===== src/lpm_pkg.sv =====
// Shared constants and types of the low-power sequencer.
// Assumes one 200 MHz clock and an Avalon-MM slave with byte addresses.
package lpm_pkg;

  // -----------------------------------------------------------------
  // Register map
  // -----------------------------------------------------------------
  localparam int LPM_AW = 4; // Byte address width
  localparam logic [3:0] LPM_OFS_BRK = 4'h0; // break_exit_status
  localparam logic [3:0] LPM_OFS_CAUSE = 4'h4; // reset_cause_status
  localparam logic [3:0] LPM_OFS_BFC = 4'h8; // break_flag_control
  localparam logic [3:0] LPM_OFS_CFG = 4'hc; // Recovery and watchdog options

  // -----------------------------------------------------------------
  // Field positions
  // -----------------------------------------------------------------
  localparam int LPM_BIT_BRK = 1; // break_exit_flag
  localparam int LPM_BIT_BREAK_FLAG_CLEAR_ENABLE = 7; // break_flag_clear_enable
  localparam int LPM_BIT_SHORT_RECOVERY_SELECT = 0; // short_recovery_select
  localparam int LPM_BIT_WDIS = 1; // watchdog_disable
  localparam int LPM_BIT_POR = 7; // Cause flags
  localparam int LPM_BIT_PIN = 6;
  localparam int LPM_BIT_WDOG = 5;
  localparam int LPM_BIT_OPC = 4;
  localparam int LPM_BIT_FETCH = 3;
  localparam int LPM_BIT_LV = 1;

  // -----------------------------------------------------------------
  // Reset values and timing counts
  // -----------------------------------------------------------------
  localparam logic [7:0] LPM_CAUSE_RST = 8'h80; // Power-on flag only
  localparam logic LPM_BREAK_FLAG_CLEAR_ENABLE_RST = 1'b0;
  localparam logic LPM_SHORT_RECOVERY_SELECT_RST = 1'b0; // Full recovery by default
  localparam logic LPM_WDIS_RST = 1'b0;
  localparam int LPM_REC_LONG = 4096; // Reference clock cycles
  localparam int LPM_REC_SHORT = 32;
  localparam int LPM_CW = 12; // Recovery counter width

  // -----------------------------------------------------------------
  // Types
  // -----------------------------------------------------------------
  typedef enum logic [1:0] {LPM_RUN, LPM_WAIT, LPM_STOP, LPM_RECOVER}
    lpm_state_t;

  typedef struct packed {
    logic read;
    logic write;
    logic [LPM_AW-1:0] address;
    logic [31:0] writedata;
  } lpm_avs_req_t;

  typedef struct packed {
    logic wake_irq; // Enabled interrupt from an active module
    logic break_irq; // Break interrupt request
    logic break_state; // CPU sits in break state
    logic wait_exec; // Light-sleep instruction executed
    logic stop_exec; // Deep-sleep instruction executed
  } lpm_cpu_t;

  typedef struct packed {
    logic pin; // External reset pin
    logic wdog; // Watchdog timeout
    logic opcode; // Bad opcode
    logic fetch; // Access to an unmapped address
    logic opfetch; // Qualifier: that access was an opcode fetch
    logic lv; // Low-voltage detect
  } lpm_rst_src_t;

endpackage : lpm_pkg


===== src/lpm_sequencer.sv =====
// Low-power mode sequencer with break and reset-cause status.
// Assumes CPU, break, watchdog and reset sources share mclk.
//
// Functional notes
// - Light-sleep gates CPU clocks, peripherals keep running
// - Light-sleep interrupt wakes, stacking next cycle
// - Reset or break also ends light-sleep
// - Break in light-sleep sets break-exit flag
// - Watchdog runs in light-sleep unless disabled
// - Deep-sleep clears counter, stops core/reference clocks
// - Interrupt ends deep-sleep; stack after recovery
// - Reset or break also ends deep-sleep
// - Recovery 4096 cycles, or 32 when short
// - Break in deep-sleep sets break-exit flag
// - Counter held clear until recovery, then counts
// - Writing zero clears the break-exit flag
// - Break-exit flag one means break ended sleep
// - Reset-cause flags clear when register read
// - Power-on reset sets power-on cause flag
// - Each reset source sets its own flag
// - Fetch flag only for opcode fetch resets
// - Clear-enable bit gates clearing in break state
// - Either sleep instruction clears interrupt mask
`timescale 1ns/10ps
`default_nettype none
module lpm_sequencer (
  // Clock, reset, enable
  input wire logic mclk,
  input wire logic rst_n,
  input wire logic clk_en,
  // Avalon-MM slave
  input wire lpm_pkg::lpm_avs_req_t avs_req,
  output logic [31:0] avs_readdata,
  output logic avs_waitrequest,
  // CPU, break module and reset sources
  input wire lpm_pkg::lpm_cpu_t cpu,
  input wire lpm_pkg::lpm_rst_src_t rst_src,
  // Clock gating and core controls
  output logic cpu_clk_en,
  output logic periph_clk_en,
  output logic core_clk_out_en,
  output logic osc_ref_clk_en,
  output logic stack_start,
  output logic clear_int_mask,
  output logic watchdog_run,
  output logic status_clear_ok,
  output lpm_pkg::lpm_state_t lp_state
);
  import lpm_pkg::*;

  // -----------------------------------------------------------------
  // State record
  // -----------------------------------------------------------------
  typedef struct packed {
    lpm_state_t st; // Power mode
    logic [LPM_CW-1:0] cnt; // Recovery counter
    logic stack; // Stacking start pulse
    logic imask; // Interrupt mask clear pulse
    logic brk; // break_exit_flag
    logic [7:0] cause; // Reset cause flags
    logic break_flag_clear_enable; // break_flag_clear_enable
    logic short_recovery_select; // short_recovery_select
    logic wdis; // watchdog_disable
    logic ack; // Bus answer armed
    logic [7:0] rdata; // Captured read data
  } lpm_regs_t;

  lpm_regs_t r_r; // Registered state
  lpm_regs_t r_nxt; // Next state

  // Last counter value of the chosen recovery
  function automatic logic [LPM_CW-1:0] rec_last(input logic short_sel);
    rec_last = short_sel ? LPM_CW'(LPM_REC_SHORT - 1)
                         : LPM_CW'(LPM_REC_LONG - 1);
  endfunction : rec_last

  // -----------------------------------------------------------------
  // Bus decode
  // -----------------------------------------------------------------
  logic req; // Request present
  logic take; // Edge at which the request completes
  logic clr_ok; // Status clearing allowed now
  logic [7:0] rd_mux; // Read data before capture
  logic [7:0] ev_cause; // Cause events this cycle
  logic any_exit; // Reset source forces exit

  assign req = avs_req.read | avs_req.write;
  // Answer one cycle after the request; a frozen clock holds it off
  assign take = req & r_r.ack & clk_en;
  assign avs_waitrequest = req & ~take;
  assign avs_readdata = {24'h000000, r_r.rdata};
  assign clr_ok = r_r.break_flag_clear_enable | ~cpu.break_state;
  assign status_clear_ok = clr_ok;

  // Read multiplexer, unmapped offsets read as zero
  always_comb begin
    rd_mux = 8'h00;
    case (avs_req.address)
      LPM_OFS_BRK: rd_mux[LPM_BIT_BRK] = r_r.brk;
      LPM_OFS_CAUSE: rd_mux = r_r.cause;
      LPM_OFS_BFC: rd_mux[LPM_BIT_BREAK_FLAG_CLEAR_ENABLE] = r_r.break_flag_clear_enable;
      LPM_OFS_CFG: begin
        rd_mux[LPM_BIT_SHORT_RECOVERY_SELECT] = r_r.short_recovery_select;
        rd_mux[LPM_BIT_WDIS] = r_r.wdis;
      end
      default: rd_mux = 8'h00;
    endcase
  end

  // Reset source events; fetch flag only for opcode fetches
  always_comb begin
    ev_cause = 8'h00;
    ev_cause[LPM_BIT_PIN] = rst_src.pin;
    ev_cause[LPM_BIT_WDOG] = rst_src.wdog;
    ev_cause[LPM_BIT_OPC] = rst_src.opcode;
    ev_cause[LPM_BIT_FETCH] = rst_src.fetch & rst_src.opfetch;
    ev_cause[LPM_BIT_LV] = rst_src.lv;
  end
  assign any_exit = |ev_cause;

  // -----------------------------------------------------------------
  // Next-state logic
  // -----------------------------------------------------------------
  always_comb begin
    r_nxt = r_r;
    r_nxt.stack = 1'b0;
    r_nxt.imask = 1'b0;
    // Bus answer: arm after one wait cycle, drop once taken
    r_nxt.ack = req & ~r_r.ack;
    if (req & ~r_r.ack) begin
      r_nxt.rdata = avs_req.read ? rd_mux : 8'h00;
    end
    // Software writes, taken at the answering edge
    if (take & avs_req.write) begin
      case (avs_req.address)
        LPM_OFS_BRK: begin
          if (~avs_req.writedata[LPM_BIT_BRK] & clr_ok) begin
            r_nxt.brk = 1'b0;
          end
        end
        LPM_OFS_BFC: r_nxt.break_flag_clear_enable = avs_req.writedata[LPM_BIT_BREAK_FLAG_CLEAR_ENABLE];
        LPM_OFS_CFG: begin
          r_nxt.short_recovery_select = avs_req.writedata[LPM_BIT_SHORT_RECOVERY_SELECT];
          r_nxt.wdis = avs_req.writedata[LPM_BIT_WDIS];
        end
        default: r_nxt.break_flag_clear_enable = r_r.break_flag_clear_enable; // Unmapped writes ignored
      endcase
    end
    // Read clears only the flags that were returned
    if (take & avs_req.read & clr_ok &
        (avs_req.address == LPM_OFS_CAUSE)) begin
      r_nxt.cause = r_r.cause & ~r_r.rdata;
    end
    // A new reset source replaces the record; set beats clear
    if (any_exit) begin
      r_nxt.cause = ev_cause;
    end
    // Power mode sequencing
    case (r_r.st)
      LPM_RUN: begin
        r_nxt.cnt = r_r.cnt;
        if (cpu.stop_exec) begin
          r_nxt.st = LPM_STOP;
          r_nxt.cnt = '0;
          r_nxt.imask = 1'b1;
        end else if (cpu.wait_exec) begin
          r_nxt.st = LPM_WAIT;
          r_nxt.imask = 1'b1;
        end
      end
      LPM_WAIT: begin
        if (any_exit) begin
          r_nxt.st = LPM_RUN;
        end else if (cpu.break_irq) begin
          r_nxt.st = LPM_RUN;
          r_nxt.brk = 1'b1;
          r_nxt.stack = 1'b1;
        end else if (cpu.wake_irq) begin
          r_nxt.st = LPM_RUN;
          r_nxt.stack = 1'b1;
        end
      end
      LPM_STOP: begin
        r_nxt.cnt = '0;
        if (any_exit) begin
          r_nxt.st = LPM_RUN;
        end else if (cpu.break_irq | cpu.wake_irq) begin
          r_nxt.st = LPM_RECOVER;
          r_nxt.brk = r_r.brk | cpu.break_irq;
        end
      end
      LPM_RECOVER: begin
        // Counter times the oscillator settling window
        r_nxt.cnt = r_r.cnt + LPM_CW'(1);
        if (any_exit) begin
          r_nxt.st = LPM_RUN;
        end else if (r_r.cnt == rec_last(r_r.short_recovery_select)) begin
          r_nxt.st = LPM_RUN;
          r_nxt.stack = 1'b1;
        end
      end
      default: r_nxt.st = LPM_RUN;
    endcase
    // Frozen clock enable keeps everything
    if (!clk_en) begin
      r_nxt = r_r;
    end
  end

  // -----------------------------------------------------------------
  // State register
  // -----------------------------------------------------------------
  always_ff @(posedge mclk or negedge rst_n) begin
    if (!rst_n) begin
      r_r <= '0;
      r_r.st <= LPM_RUN;
      r_r.cause <= LPM_CAUSE_RST;
      r_r.break_flag_clear_enable <= LPM_BREAK_FLAG_CLEAR_ENABLE_RST;
      r_r.short_recovery_select <= LPM_SHORT_RECOVERY_SELECT_RST;
      r_r.wdis <= LPM_WDIS_RST;
    end else begin
      r_r <= r_nxt;
    end
  end

  // -----------------------------------------------------------------
  // Outputs
  // -----------------------------------------------------------------
  // CPU clock off in both sleeps; peripherals keep light-sleep clock
  assign cpu_clk_en = (r_r.st == LPM_RUN);
  assign periph_clk_en = (r_r.st == LPM_RUN) | (r_r.st == LPM_WAIT);
  assign core_clk_out_en = (r_r.st == LPM_RUN) | (r_r.st == LPM_WAIT);
  // Reference clock must run again to time the recovery
  assign osc_ref_clk_en = (r_r.st != LPM_STOP);
  assign watchdog_run = ~r_r.wdis & (r_r.st != LPM_STOP) &
                        (r_r.st != LPM_RECOVER);
  assign stack_start = r_r.stack;
  assign clear_int_mask = r_r.imask;
  assign lp_state = r_r.st;
endmodule : lpm_sequencer
`default_nettype wire


===== config.mk =====
export PLATFORM = sky130hd
export DESIGN_NAME = lpm_sequencer
export DESIGN_NICKNAME = d
export VERILOG_FILES = /design/src/lpm_pkg.sv /design/src/lpm_sequencer.sv
export SDC_FILE = /design/constraint.sdc
export NUM_CORES = 1
export LEC_CHECK = 0
export BUFFER_PORTS_ARGS = -buffer_cell sky130_fd_sc_hd__clkbuf_2
export CORE_MARGIN = 5
export CORE_UTILIZATION = 28
export CTS_CLUSTER_DIAMETER = 150
export DETAILED_ROUTE_END_ITERATION = 6
export HOLD_SLACK_MARGIN = 0.05
export PLACE_DENSITY = 0.63
export SLEW_MARGIN = 25
export SYNTH_ARGS = -nofsm -noshare
export SYNTH_HDL_FRONTEND = slang
export SYNTH_SLANG_ARGS = --single-unit

===== constraint.sdc =====
create_clock -name mclk -period 1.9 [get_ports mclk]
set_input_delay 0.095 -clock mclk [delete_from_list [all_inputs] [get_ports mclk]]
set_output_delay 0.095 -clock mclk [all_outputs]
set_load 0.05 [all_outputs]

==> summary.md, run 1 <==
* 37 — synthesis-stage register bit count
* 0 — DR DRC count
* 8735 um — global-route wire length before repair
* 784 — Filler cells
* 3 — cell depth of the worst min-delay path
* 0 — number of antenna violations at the first check in global routing
* 0.02714 — global-route track usage on met3
* 0 — Max Slew Vio Count
* 1071 nW/um^2 — Pwr per Cell Area
* 1730 ps — Worst Path Arrival
* 1.230 nW — leakage power total
* 0.1937 — GR Layer Usage met2
* 0 — remaining antenna violation count after routing
* 0 — EDFF count, synth
* 98.26 um — height of the die
* 0 — count of final setup violators
* 13.06 um — mean routed wirelength per cell
* 240 — Post-Syn Instances
* 1055 sq um — footprint of the multi-input gates
* 0.1087 — GR Util All Layers
* 1.000 — share of synthesized flip-flops with an asynchronous set or reset
* register — startpoint kind of the worst setup timing path
* 0.9625 — Tcrit/Tclk final
* 4.642 — detailed-route vias per instance
* 5146 um — Final Routed Wirelength
* 5 — Inserted Clock Buffers
* 4 — Pre-antenna DRT Iters
* 349 — NumNets Final
* 0.2671 — fraction of final layout cells with drive strength greater than 1
* 6 — number of cells on the worst reg-to-reg path
* 7647 sq um — core box area
* 0.1304 — met1 Track Usage GR
* met2 — layer with the highest usage after global routing
* 1829 ps — min cycle time layout
* 0.8225 — routability-driven placement congestion ratio
* 2640 sq um — post-route cell area
* 103 — DRC marker count from the first detailed-route iteration
* 0 — leftover overflow at the end of global routing
* 0 — number of warning messages in the yosys log
* output pin — crit end category
* 2 — H-tree depth reported by CTS
* 70 ps — clock slew at the register clock pins of the worst setup and hold paths
* 0 — Antenna Diode Count
* 0.5468 GHz — upper clock frequency limit
* 41 — post-synth cell types
* 928.4 sq um — Sequential cell area
* finished clean — run status
* 21.06% — area delta synth->final
* 300 ps — clock latency on the worst-skew pair
* 0.4251 — fraction of the yosys area taken by sequential cells
* 37 — TritonCTS sink count
* 0 ps — Sum Neg Setup Slack
* 15 — largest net degree at the start of global routing
* 4024 um — Detailed Place HPWL
* 674.0 ps — slew at the pin closest to its max-slew limit
* sky130_fd_sc_hd__clkbuf_8 — root buffer cell
* 1812 — number of global-route vias before repair
* no — unrepaired setup endpoints after global routing
* 95 — number of placed I/O pins
* 1800 ps — required time at the endpoint of the critical path
* 2426 sq um — cell area after placement
* 1829 — count of vias placed by the detailed router
* 468.2 uV — maximum VDD drop
* 2181 sq um — Netlist Area Pre-Place
* 32 — number of placement rows
* 0 — number of hold violations in the final report
* 98.26 um — Die X-Extent
* 9654 sq um — die outline area
* 41 — quantity of I/O buffers inserted on ports
* 0.5476 — Worst slew margin
* 8.602 ps — Final Skew
* 9 — Worst Path Max Fanout
* 0 — Setup Fix Bufs, Post-CTS
* 2 — Max Root-Sink Buffers
* register to output pin — kind of critical path
* 0 — Max Cap Viol
* sky130_fd_sc_hd__dfrtp_1 — main flop type after synthesis
* 9.087 sq um — mean instance size in the synthesized netlist
* 0.2852 — Initial Util
* done — TritonCTS clock tree
* primary input to register — type of the worst min-delay path
cell usage in the layout (no fill, tap or decap), types with 3 or more instances in the layout:
cell                            synthesis  routed
sky130_fd_sc_hd__clkbuf_2               0      41
sky130_fd_sc_hd__dfrtp_1               36      35
sky130_fd_sc_hd__nand2_1               34      34
sky130_fd_sc_hd__conb_1                 1      24
sky130_fd_sc_hd__o21ai_0               15      14
sky130_fd_sc_hd__buf_4                 35      13
sky130_fd_sc_hd__nor2_1                12      12
sky130_fd_sc_hd__a21oi_1               13      12
sky130_fd_sc_hd__nand3_1                9       9
sky130_fd_sc_hd__o31ai_1                8       8
sky130_fd_sc_hd__dlygate4sd3_1          0       8
sky130_fd_sc_hd__clkbuf_8               0       6
sky130_fd_sc_hd__inv_1                  7       5
sky130_fd_sc_hd__a22o_1                 5       5
sky130_fd_sc_hd__a32o_1                 5       5
sky130_fd_sc_hd__ha_1                   6       5
sky130_fd_sc_hd__or3_1                  5       4
sky130_fd_sc_hd__o21ai_1                3       3
sky130_fd_sc_hd__nor4_1                 3       3
sky130_fd_sc_hd__a32oi_1                3       3
sky130_fd_sc_hd__nand4_1                3       3
sky130_fd_sc_hd__mux2_2                 3       3
sky130_fd_sc_hd__and2_1                 3       3
final cells by class:
class	count	area share
inverters	7	0.009953
repair buffers	62	0.1450
multi-input cells	178	0.3995
flip-flops and latches	37	0.3517
well taps	102	0.04834
clock buffers	6	0.03128
clock inverters	2	0.01422
kinds of logic after synthesis:
logic type | after synthesis | share of synthesized area
AOI/OAI and AO/OA | 58 | 0.1744
xor gates and xnor gates | 1 | 0.004017
adders and majority gates | 6 | 0.03442
buffers and inverters | 48 | 0.1446
DFF | 37 | 0.4251
muxes | 5 | 0.02582
other | 1 | 0.001720
and+or+nand+nor | 84 | 0.1899
worst max-delay path: stages (launching register included):
cell                       delay (ps)
sky130_fd_sc_hd__dfrtp_2          440
sky130_fd_sc_hd__buf_4            150
sky130_fd_sc_hd__ha_1             220
sky130_fd_sc_hd__buf_4            180
sky130_fd_sc_hd__nor3_2           150
sky130_fd_sc_hd__clkbuf_2         300
metrics by stage:
step,hold WS [ps],cells,power (W),setup slack [ps],utilization
2_1_floorplan,-200.6,263,0.001878,1.597,-
3_5_place_dp,30.51,378,0.002131,12.16,0.3172
3_3_place_gp,31.20,378,0.002119,27.81,0.3172
6_report,77.49,394,0.002827,71.25,0.3452
5_1_grt,107.4,394,0.003004,6.372,0.3452
4_1_cts,51.51,393,0.002855,29.51,0.3428
sequential cells by signal, indices dropped and copies added (netlist names):
register,flops
avs_readdata,8
lp_state,2
stack_start,1
r_r,25
clear_int_mask,1
final timing paths:
path	startpoint	endpoint	slack, ps
worst min register to register	r_r[19]	r_r[19]	450
max in group asynchronous	rst_n	r_r[19]	1090
min in group asynchronous	rst_n	r_r[12]	230
worst min-delay path	rst_src[1]	r_r[15]	80
worst max register to register	lp_state[1]	r_r[30]	100
worst max-delay path	lp_state[0]	watchdog_run	70
cell usage after synthesis (2+ instances only):
| cell | instances | area (sq um) |
|---|---|---|
| sky130_fd_sc_hd__nand2b_1 | 2 | 12.51 |
| sky130_fd_sc_hd__dfrtp_1 | 36 | 900.9 |
| sky130_fd_sc_hd__a21oi_1 | 13 | 65.06 |
| sky130_fd_sc_hd__and2_1 | 3 | 18.77 |
| sky130_fd_sc_hd__ha_1 | 6 | 75.07 |
| sky130_fd_sc_hd__a22o_1 | 5 | 43.79 |
| sky130_fd_sc_hd__nor4_1 | 3 | 18.77 |
| sky130_fd_sc_hd__nor2_1 | 12 | 45.04 |
| sky130_fd_sc_hd__inv_1 | 7 | 26.28 |
| sky130_fd_sc_hd__nand4_1 | 3 | 18.77 |
| sky130_fd_sc_hd__and4_1 | 2 | 17.52 |
| sky130_fd_sc_hd__or2_2 | 2 | 12.51 |
| sky130_fd_sc_hd__nor3_1 | 3 | 15.01 |
| sky130_fd_sc_hd__a32o_1 | 5 | 50.05 |
| sky130_fd_sc_hd__mux2_2 | 3 | 33.78 |
| sky130_fd_sc_hd__nand3_1 | 9 | 45.04 |
| sky130_fd_sc_hd__nand2_1 | 34 | 127.6 |
| sky130_fd_sc_hd__a32oi_1 | 3 | 26.28 |
| sky130_fd_sc_hd__buf_4 | 35 | 262.8 |
| sky130_fd_sc_hd__clkbuf_1 | 3 | 11.26 |
| sky130_fd_sc_hd__buf_2 | 3 | 15.01 |
| sky130_fd_sc_hd__o21ai_1 | 3 | 15.01 |
| sky130_fd_sc_hd__mux2_1 | 2 | 22.52 |
| sky130_fd_sc_hd__or3_1 | 5 | 31.28 |
| sky130_fd_sc_hd__o21ai_0 | 15 | 75.07 |
| sky130_fd_sc_hd__o31ai_1 | 8 | 60.06 |
power breakdown:
group,switching [W],internal (W)
clock network,0.000283,0.000427
logic,0.000847,0.000353
registers,0.0000647,0.000852
what timing repair did:
action	CTS	global route
resized for setup	1	4
endpoints found under the hold margin	18	1
hold buffers	7	1
setup endpoints to repair	1	5
pin swaps	0	1
metal layers:
| metal | up-vias | share of wire | wire, um |
|---|---|---|---|
| li1 | 895 | - | - |
| met1 | 887 | 0.41 | 2100 |
| met2 | 41 | 0.53 | 2732 |
| met3 | 6 | 0.050 | 258 |
| met4 | 0 | 0.011 | 55 |
| met5 | - | 0 | 0 |
Note: power is estimated with default switching activity, not from simulation.
==> run 2, diff against run 1 <==
- ABC_AREA: not set -> 1
- PLACE_DENSITY: 0.63 -> 0.6
- clock period: 1.9 -> 1.8 ns (I/O delays scaled with it)
==> summary.md, run 2 <==
* finished clean — run status
* 0 ps — Sum Neg Setup Slack, unchanged
* 0.7594 — routability-driven placement congestion ratio, -7.7%
* 101.1 um — Die X-Extent, +2.9%
* 0.338 — sequential share of power, +0.014
* 0.4605 — share of total power consumed by net switching, +0.03801
* sky130_fd_sc_hd__dfrtp_1 — cell with the largest stage delay on the worst path
* sky130_fd_sc_hd__dfrtp_1, sky130_fd_sc_hd__buf_4, sky130_fd_sc_hd__nand2_1 — cells taking the most area after synthesis
* 25 — Largest register FFs, unchanged
* 0.1033 — GR Util All Layers, -0.005406
* 0.002797 W — total chip power, -1.1%
* 0 — count of final setup violators, unchanged
* 0 — number of hold violations in the final report, unchanged
* done — TritonCTS clock tree
* 12.13 um — mean routed wirelength per cell, -7.2%
* 140 ps — Worst R2R Setup Slack, +40 ps
* 0.9259 — Tcrit/Tclk final
* 0.203 — clock power share, -0.048
* 58.28 ps — Worst Setup Slack post-DPL, +46.12 ps
* sky130_fd_sc_hd__dfrtp_1 — main flop type after synthesis
* 0 — Antenna Diode Count, unchanged
* register to output pin — kind of critical path
* 1768 — number of global-route vias before repair, -2.4%
* 0 — EDFF count, synth, unchanged
* 0 — multiplexer area fraction after synthesis, -0.02582
* no — unrepaired setup endpoints after global routing
* 0 — DR DRC count, unchanged
* flip-flops — Top delay family on crit path
* 5.760 ps — Final Skew, -2.841 ps
* 95 — number of placed I/O pins, unchanged
* 424 — placed cell count, +12%
* 0.3879 — share of the synthesized area in the top cell type, -0.02515
* 1.388 nW — leakage power total, +13%
* 0.001288 W — Net Switching, +7.8%
* 32 — post-synth cell types, -22%
* 1.000 — share of synthesized flip-flops with an asynchronous set or reset, unchanged
* 0.3992 — fraction of the yosys area taken by sequential cells, -0.02588
* r_r[11] — destination of the worst hold path
* primary input to register — type of the worst min-delay path
* 7 — Worst Path Max Fanout, -2
* 867 — Filler cells, +11%
* 8 — number of cells on the worst reg-to-reg path, +2
* sky130_fd_sc_hd__nand2_1 — top-count cell post-synth
* lp_state[0] — RR Startpoint
* 80 ps — clock slew at the register clock pins of the worst setup and hold paths, about the same
* 13.31% — area delta synth->final
* sky130_fd_sc_hd__nand2_1, sky130_fd_sc_hd__inv_1, sky130_fd_sc_hd__buf_4, sky130_fd_sc_hd__dfrtp_1, sky130_fd_sc_hd__o21ai_0 — most used standard cells in the synthesized netlist
* 1710 ps — required time at the endpoint of the critical path, -90 ps
* 387 — NumNets Final, +11%
* 1838 — count of vias placed by the detailed router, +0.49%
* sky130_fd_sc_hd__dfrtp_1 — cell accounting for the most synthesized area
* sky130_fd_sc_hd__clkbuf_8 — root buffer cell
* 0.6000 GHz — upper clock frequency limit
* 4095 um — Detailed Place HPWL, +1.8%
* avs_req[7] — hold path startpoint
* 0 — leftover overflow at the end of global routing, unchanged
* 41 — quantity of I/O buffers inserted on ports, unchanged
* 133.3 ps — worst setup slack after layout, +62.08 ps
* 10220 sq um — die outline area, +5.8%
* 2631 sq um — post-route cell area, -0.33%
* 37 — synthesis-stage register bit count, unchanged
* 2505 sq um — cell area after placement, +3.2%
* 407.0 uV — maximum VDD drop, -13%
* output pin — crit end category
* 8134 sq um — core box area, +6.4%
* 3 — cell depth of the worst min-delay path, unchanged
* 0.03233 — adder-cell share of the synthesized area, -0.002096
* 380 ps — worst stage delay on the critical path, -60 ps
* 0.459 — combinational cell fraction of total power, +0.034
* simple AND/OR/NAND/NOR gates — dominant combinational cell family by area after synthesis
* sky130_fd_sc_hd__nand2_1 — most common library cell in the layout ignoring fill and taps
* 4.225 — detailed-route vias per instance, -9.0%
* 0.001509 W — Power Internal, -7.6%
* r_r[32] — Reg-to-Reg End
* 1055 sq um — footprint of the multi-input gates, unchanged
* r_r — register with the most flip-flops
* 2 — Max Root-Sink Buffers, unchanged
* register — startpoint kind of the worst setup timing path
* 1667 ps — min cycle time layout
* 8.063 sq um — mean instance size in the synthesized netlist, -11%
* 928.4 sq um — Sequential cell area, unchanged
* 0 — Max Cap Viol, unchanged
* 37 — TritonCTS sink count, unchanged
* 4 — Pre-antenna DRT Iters, unchanged
* buf_4 > ha_1 > nor3_4 > clkbuf_8 — critical-path cell list
* 0 — remaining antenna violation count after routing, unchanged
* 38 — largest net degree at the start of global routing, +23
* 288 — Post-Syn Instances, +20%
* 1580 ps — Worst Path Arrival, -150 ps
* 0.1164 — area fraction in compound gates after synthesis, -0.05803
* 5 — Inserted Clock Buffers, unchanged
* 0.2455 — fraction of final layout cells with drive strength greater than 1, -0.02167
* 83 — DRC marker count from the first detailed-route iteration, -19%
* 2 — H-tree depth reported by CTS, unchanged
* 0.003772 — XOR/XNOR share of the synthesized area, -0.0002445
* 1063 nW/um^2 — Pwr per Cell Area, -0.73%
* 0 — number of antenna violations at the first check in global routing, unchanged
* 0 — number of warning messages in the yosys log, unchanged
* sky130_fd_sc_hd__nand2_1, sky130_fd_sc_hd__inv_1, sky130_fd_sc_hd__clkbuf_2, sky130_fd_sc_hd__dfrtp_1, sky130_fd_sc_hd__conb_1 — commonest non-fill, non-tap cells in the layout
* 2 — Crit path buffers/inverters, -1
* 8369 um — global-route wire length before repair, -4.2%
* 0.2855 — Initial Util, +0.0003178
* 0 — Max Slew Vio Count, unchanged
* 435 — final cell count without fillers, +10%
* 33 — number of placement rows, +3.1%
* 290 ps — clock latency on the worst-skew pair, about the same
* 0.2559 — area fraction in and, or, nand and nor cells after synthesis, +0.06602
* 101.1 um — height of the die, +2.9%
* 5275 um — Final Routed Wirelength, +2.5%
* 2322 sq um — Netlist Area Pre-Place, +6.5%
run 2: changes by cell type after synthesis, moves of 6 or more:
cell	before	now
sky130_fd_sc_hd__nand2_1	34	53
sky130_fd_sc_hd__inv_1	7	41
sky130_fd_sc_hd__o31ai_1	8	0
sky130_fd_sc_hd__nor2_1	12	18
run 2: how the worst max path moves through the flow:
stage                      from       endpoint  slack [ps]  depth (start not counted)
detailed placement  lp_state[0]        r_r[32]          60                         10
global placement    lp_state[0]        r_r[32]         100                         10
global route        lp_state[1]   watchdog_run          40                          4
finish              lp_state[1]   watchdog_run         130                          4
CTS                 lp_state[0]   watchdog_run          40                          4
floorplan           lp_state[0]  periph_clk_en          70                          5
run 2: layer usage:
| layer | global-route usage | part of all wire | up-vias |
|---|---|---|---|
| met5 | 0 | 0 | - |
| li1 | - | - | 942 |
| met1 | 0.1294 | 0.44 | 844 |
| met3 | 0.02630 | 0.066 | 6 |
| met4 | 0.03067 | 0.012 | 0 |
| met2 | 0.1740 | 0.48 | 46 |
run 2: worst register-to-register path, stage by stage (launching register included):
cell and delay (ps):
sky130_fd_sc_hd__dfrtp_2 430, sky130_fd_sc_hd__buf_4 150, sky130_fd_sc_hd__ha_1 250, sky130_fd_sc_hd__nor2_8 200, sky130_fd_sc_hd__nand2_2 110, sky130_fd_sc_hd__nor2_4 120
sky130_fd_sc_hd__nand2_1 80, sky130_fd_sc_hd__o21ai_0 150, sky130_fd_sc_hd__a21oi_1 60
run 2: layout make-up:
| cell class | count | share of cell area |
|---|---|---|
| Clock buffer | 6 | 0.02758 |
| Clock inverter | 2 | 0.003804 |
| Inverter | 46 | 0.06562 |
| Multi-Input combinational cell | 192 | 0.4009 |
| Sequential cell | 37 | 0.3528 |
| Tap cell | 105 | 0.04993 |
| Timing Repair Buffer | 47 | 0.09938 |
run 2: what timing repair did:
action	CTS	global route
cloned	0	0
setup buffers	0	2
hold endpoints to repair	36	0
pin swaps	0	0
hold buffers	1	0
endpoints found under the setup margin	1	10
gates resized for setup	3	2
run 2: cell families (layout without fill, tap and decap cells):
family	Yosys count	after routing
AND/OR/NAND/NOR	113	113
buffers and inverters	82	101
AO/OA/AOI/OAI	48	48
flip-flops	37	37
adder cells (fa/ha/maj)	6	6
other	1	24
XOR/XNOR	1	1
run 2: stage by stage:
stage | utilization | hold slack (ps)
2_1_floorplan | - | -205.6
3_3_place_gp | 0.3080 | 168.8
3_5_place_dp | 0.3080 | 173.9
4_1_cts | 0.3212 | 63.35
5_1_grt | 0.3235 | 56.52
6_report | 0.3235 | 70.29
run 2: power by group through the flow:
| stage | clock [W] | sequential [W] | combinational [W] |
|---|---|---|---|
| final | 0.000568 | 0.000946 | 0.00128 |
| after global routing | 0.000636 | 0.000954 | 0.00139 |
| after CTS | 0.000595 | 0.000951 | 0.00126 |
| after detailed placement | 0 | 0.000967 | 0.00122 |
| after global placement | 0 | 0.000965 | 0.00121 |
| after floorplan | 0 | 0.000994 | 0.000991 |
==> run 3, diff against run 2 <==
- CORE_UTILIZATION: 28 -> 45
- PLACE_DENSITY: 0.6 -> 0.84
==> summary.md, run 3 (synthesis gave the netlist of run 2 again) <==
* r_r — register with the most flip-flops
* 0 ps — Sum Neg Setup Slack, unchanged
* 388 — placed cell count, -8.5%
* 12.40 um — mean routed wirelength per cell, +2.3%
* 26 — number of placement rows, -21%
* 0 — count of final setup violators, unchanged
* 71 — DRC marker count from the first detailed-route iteration, -14%
* yes — unrepaired setup endpoints after global routing
* 1.433 nW — leakage power total, +3.2%
* 1710 ps — required time at the endpoint of the critical path, about the same
* 81.84 um — height of the die, -19%
* 3 — cell depth of the worst min-delay path, unchanged
* 0.002986 W — total chip power, +6.8%
* 25 — Largest register FFs, unchanged
* 0.9830 — Tcrit/Tclk final, +0.05708
* 0.1480 — GR Util All Layers, +0.04469
* 4 — Pre-antenna DRT Iters, unchanged
* 1769 ps — min cycle time layout, +102.7 ps
* 0.001661 W — Power Internal, +10%
* 4.840 — detailed-route vias per instance, +15%
* 37 — TritonCTS sink count, unchanged
* 0.5652 GHz — upper clock frequency limit, -5.8%
* register — startpoint kind of the worst setup timing path
* 7707 um — global-route wire length before repair, -7.9%
* 0.4576 — Initial Util, +0.1721
* 0 — number of hold violations in the final report, unchanged
* 2 — Max Root-Sink Buffers, unchanged
* 7 — Worst Path Max Fanout, unchanged
* sky130_fd_sc_hd__clkbuf_8 — root buffer cell
* 38 — largest net degree at the start of global routing, unchanged
* 10.08 ps — Final Skew, +4.320 ps
* register to output pin — kind of critical path
* 0.2530 — fraction of final layout cells with drive strength greater than 1, +0.007522
* 0 — DR DRC count, unchanged
* 0.245 — clock power share, +0.042
* 70.93 ps — Worst Hold Margin, +0.6423 ps
* done — TritonCTS clock tree
* 0.436 — combinational cell fraction of total power, -0.023
* 406 — final cell count without fillers, -6.7%
* output pin — crit end category
* 1837 — number of global-route vias before repair, +3.9%
* 1680 ps — Worst Path Arrival, +100 ps
* finished clean — run status
* 1066 sq um — footprint of the multi-input gates, +1.1%
* 0 — remaining antenna violation count after routing, unchanged
* 5 — Inserted Clock Buffers, unchanged
* 928.4 sq um — Sequential cell area, unchanged
* primary input to register — type of the worst min-delay path
* 0 — Antenna Diode Count, unchanged
* 0.001325 W — Net Switching, +2.9%
* 2 — H-tree depth reported by CTS, unchanged
* 1965 — count of vias placed by the detailed router, +6.9%
* 5075 sq um — core box area, -38%
* 95 — number of placed I/O pins, unchanged
* 0.319 — sequential share of power, -0.019
* 1116 nW/um^2 — Pwr per Cell Area, +5.0%
* 0.8462 — routability-driven placement congestion ratio, +11%
* 5036 um — Final Routed Wirelength, -4.5%
* 0 — Max Cap Viol, unchanged
* 469 — Filler cells, -46%
* 8 — number of cells on the worst reg-to-reg path, unchanged
* 41 — quantity of I/O buffers inserted on ports, unchanged
* 0 — number of antenna violations at the first check in global routing, unchanged
* sky130_fd_sc_hd__nand2_1, sky130_fd_sc_hd__inv_1, sky130_fd_sc_hd__clkbuf_2, sky130_fd_sc_hd__dfrtp_1, sky130_fd_sc_hd__conb_1 — commonest non-fill, non-tap cells in the layout
* 80 ps — clock slew at the register clock pins of the worst setup and hold paths, about the same
* 754.4 uV — maximum VDD drop, +85%
* 0 — Max Slew Vio Count, unchanged
* 15.19% — area delta synth->final
* 3704 um — Detailed Place HPWL, -9.6%
* 76.33 ps — Worst Setup Slack post-DPL, +18.05 ps
* 0.4437 — share of total power consumed by net switching, -0.01680
* 81.84 um — Die X-Extent, -19%
* sky130_fd_sc_hd__nand2_1 — most common library cell in the layout ignoring fill and taps
* 300 ps — clock latency on the worst-skew pair, about the same
* 30.59 ps — worst setup slack after layout, -102.7 ps
* 6697 sq um — die outline area, -34%
* 393 — NumNets Final, +1.6%
* 0 — leftover overflow at the end of global routing, unchanged
run 3: worst paths after layout:
path / from / end / slack (ps)
setup reg to reg: lp_state[0] / r_r[33] / 110
min in group asynchronous: rst_n / avs_readdata[6] / 370
hold reg to reg: r_r[19] / r_r[19] / 490
max in group asynchronous: rst_n / lp_state[0] / 1070
setup / recovery: lp_state[0] / watchdog_run / 30
hold / removal: rst_src[0] / r_r[13] / 70
run 3: repair_timing:
action                                  in CTS  in global routing
endpoints found under the hold margin       39                  0
endpoints found under the setup margin       0                  5
buffers inserted                             0                  6
gates resized for setup                      0                  7
hold buffers                                 4                  0
run 3: layout make-up:
| type | count | share of cell area |
|---|---|---|
| Multi-Input combinational cell | 192 | 0.3985 |
| Clock buffer | 5 | 0.02572 |
| Tap cell | 70 | 0.03274 |
| Clock inverter | 3 | 0.01731 |
| Timing Repair Buffer | 53 | 0.1141 |
| Sequential cell | 37 | 0.3471 |
| Inverter | 46 | 0.06455 |
run 3: worst max-delay path, cell delays in order, from the launching register on:
cell                      delay, ps
sky130_fd_sc_hd__dfrtp_2        420
sky130_fd_sc_hd__buf_4          150
sky130_fd_sc_hd__ha_1           300
sky130_fd_sc_hd__nor3_2         220
sky130_fd_sc_hd__buf_2          290
run 3: through the flow:
step | instance area, sq um | utilization
2_1_floorplan | 2416 | -
3_3_place_gp | 2454 | 0.4835
3_5_place_dp | 2454 | 0.4835
4_1_cts | 2609 | 0.5141
5_1_grt | 2675 | 0.5271
6_report | 2675 | 0.5271
run 3: per-layer routing:
metal,wire (um),GRT usage,vias up
met5,0,0,-
met4,124,0.07641,0
met3,337,0.03618,17
met2,2562,0.2544,68
met1,2011,0.1693,922
li1,-,-,958
run 3: power by group through the flow:
stage / combinational, W / clock, W / sequential [W]
after global placement: 0.00116 / 0 / 0.000969
after floorplan: 0.000991 / 0 / 0.000994
after detailed placement: 0.00118 / 0 / 0.000972
after CTS: 0.00120 / 0.000752 / 0.000956
final: 0.00130 / 0.000732 / 0.000952
after global routing: 0.00141 / 0.000785 / 0.000959
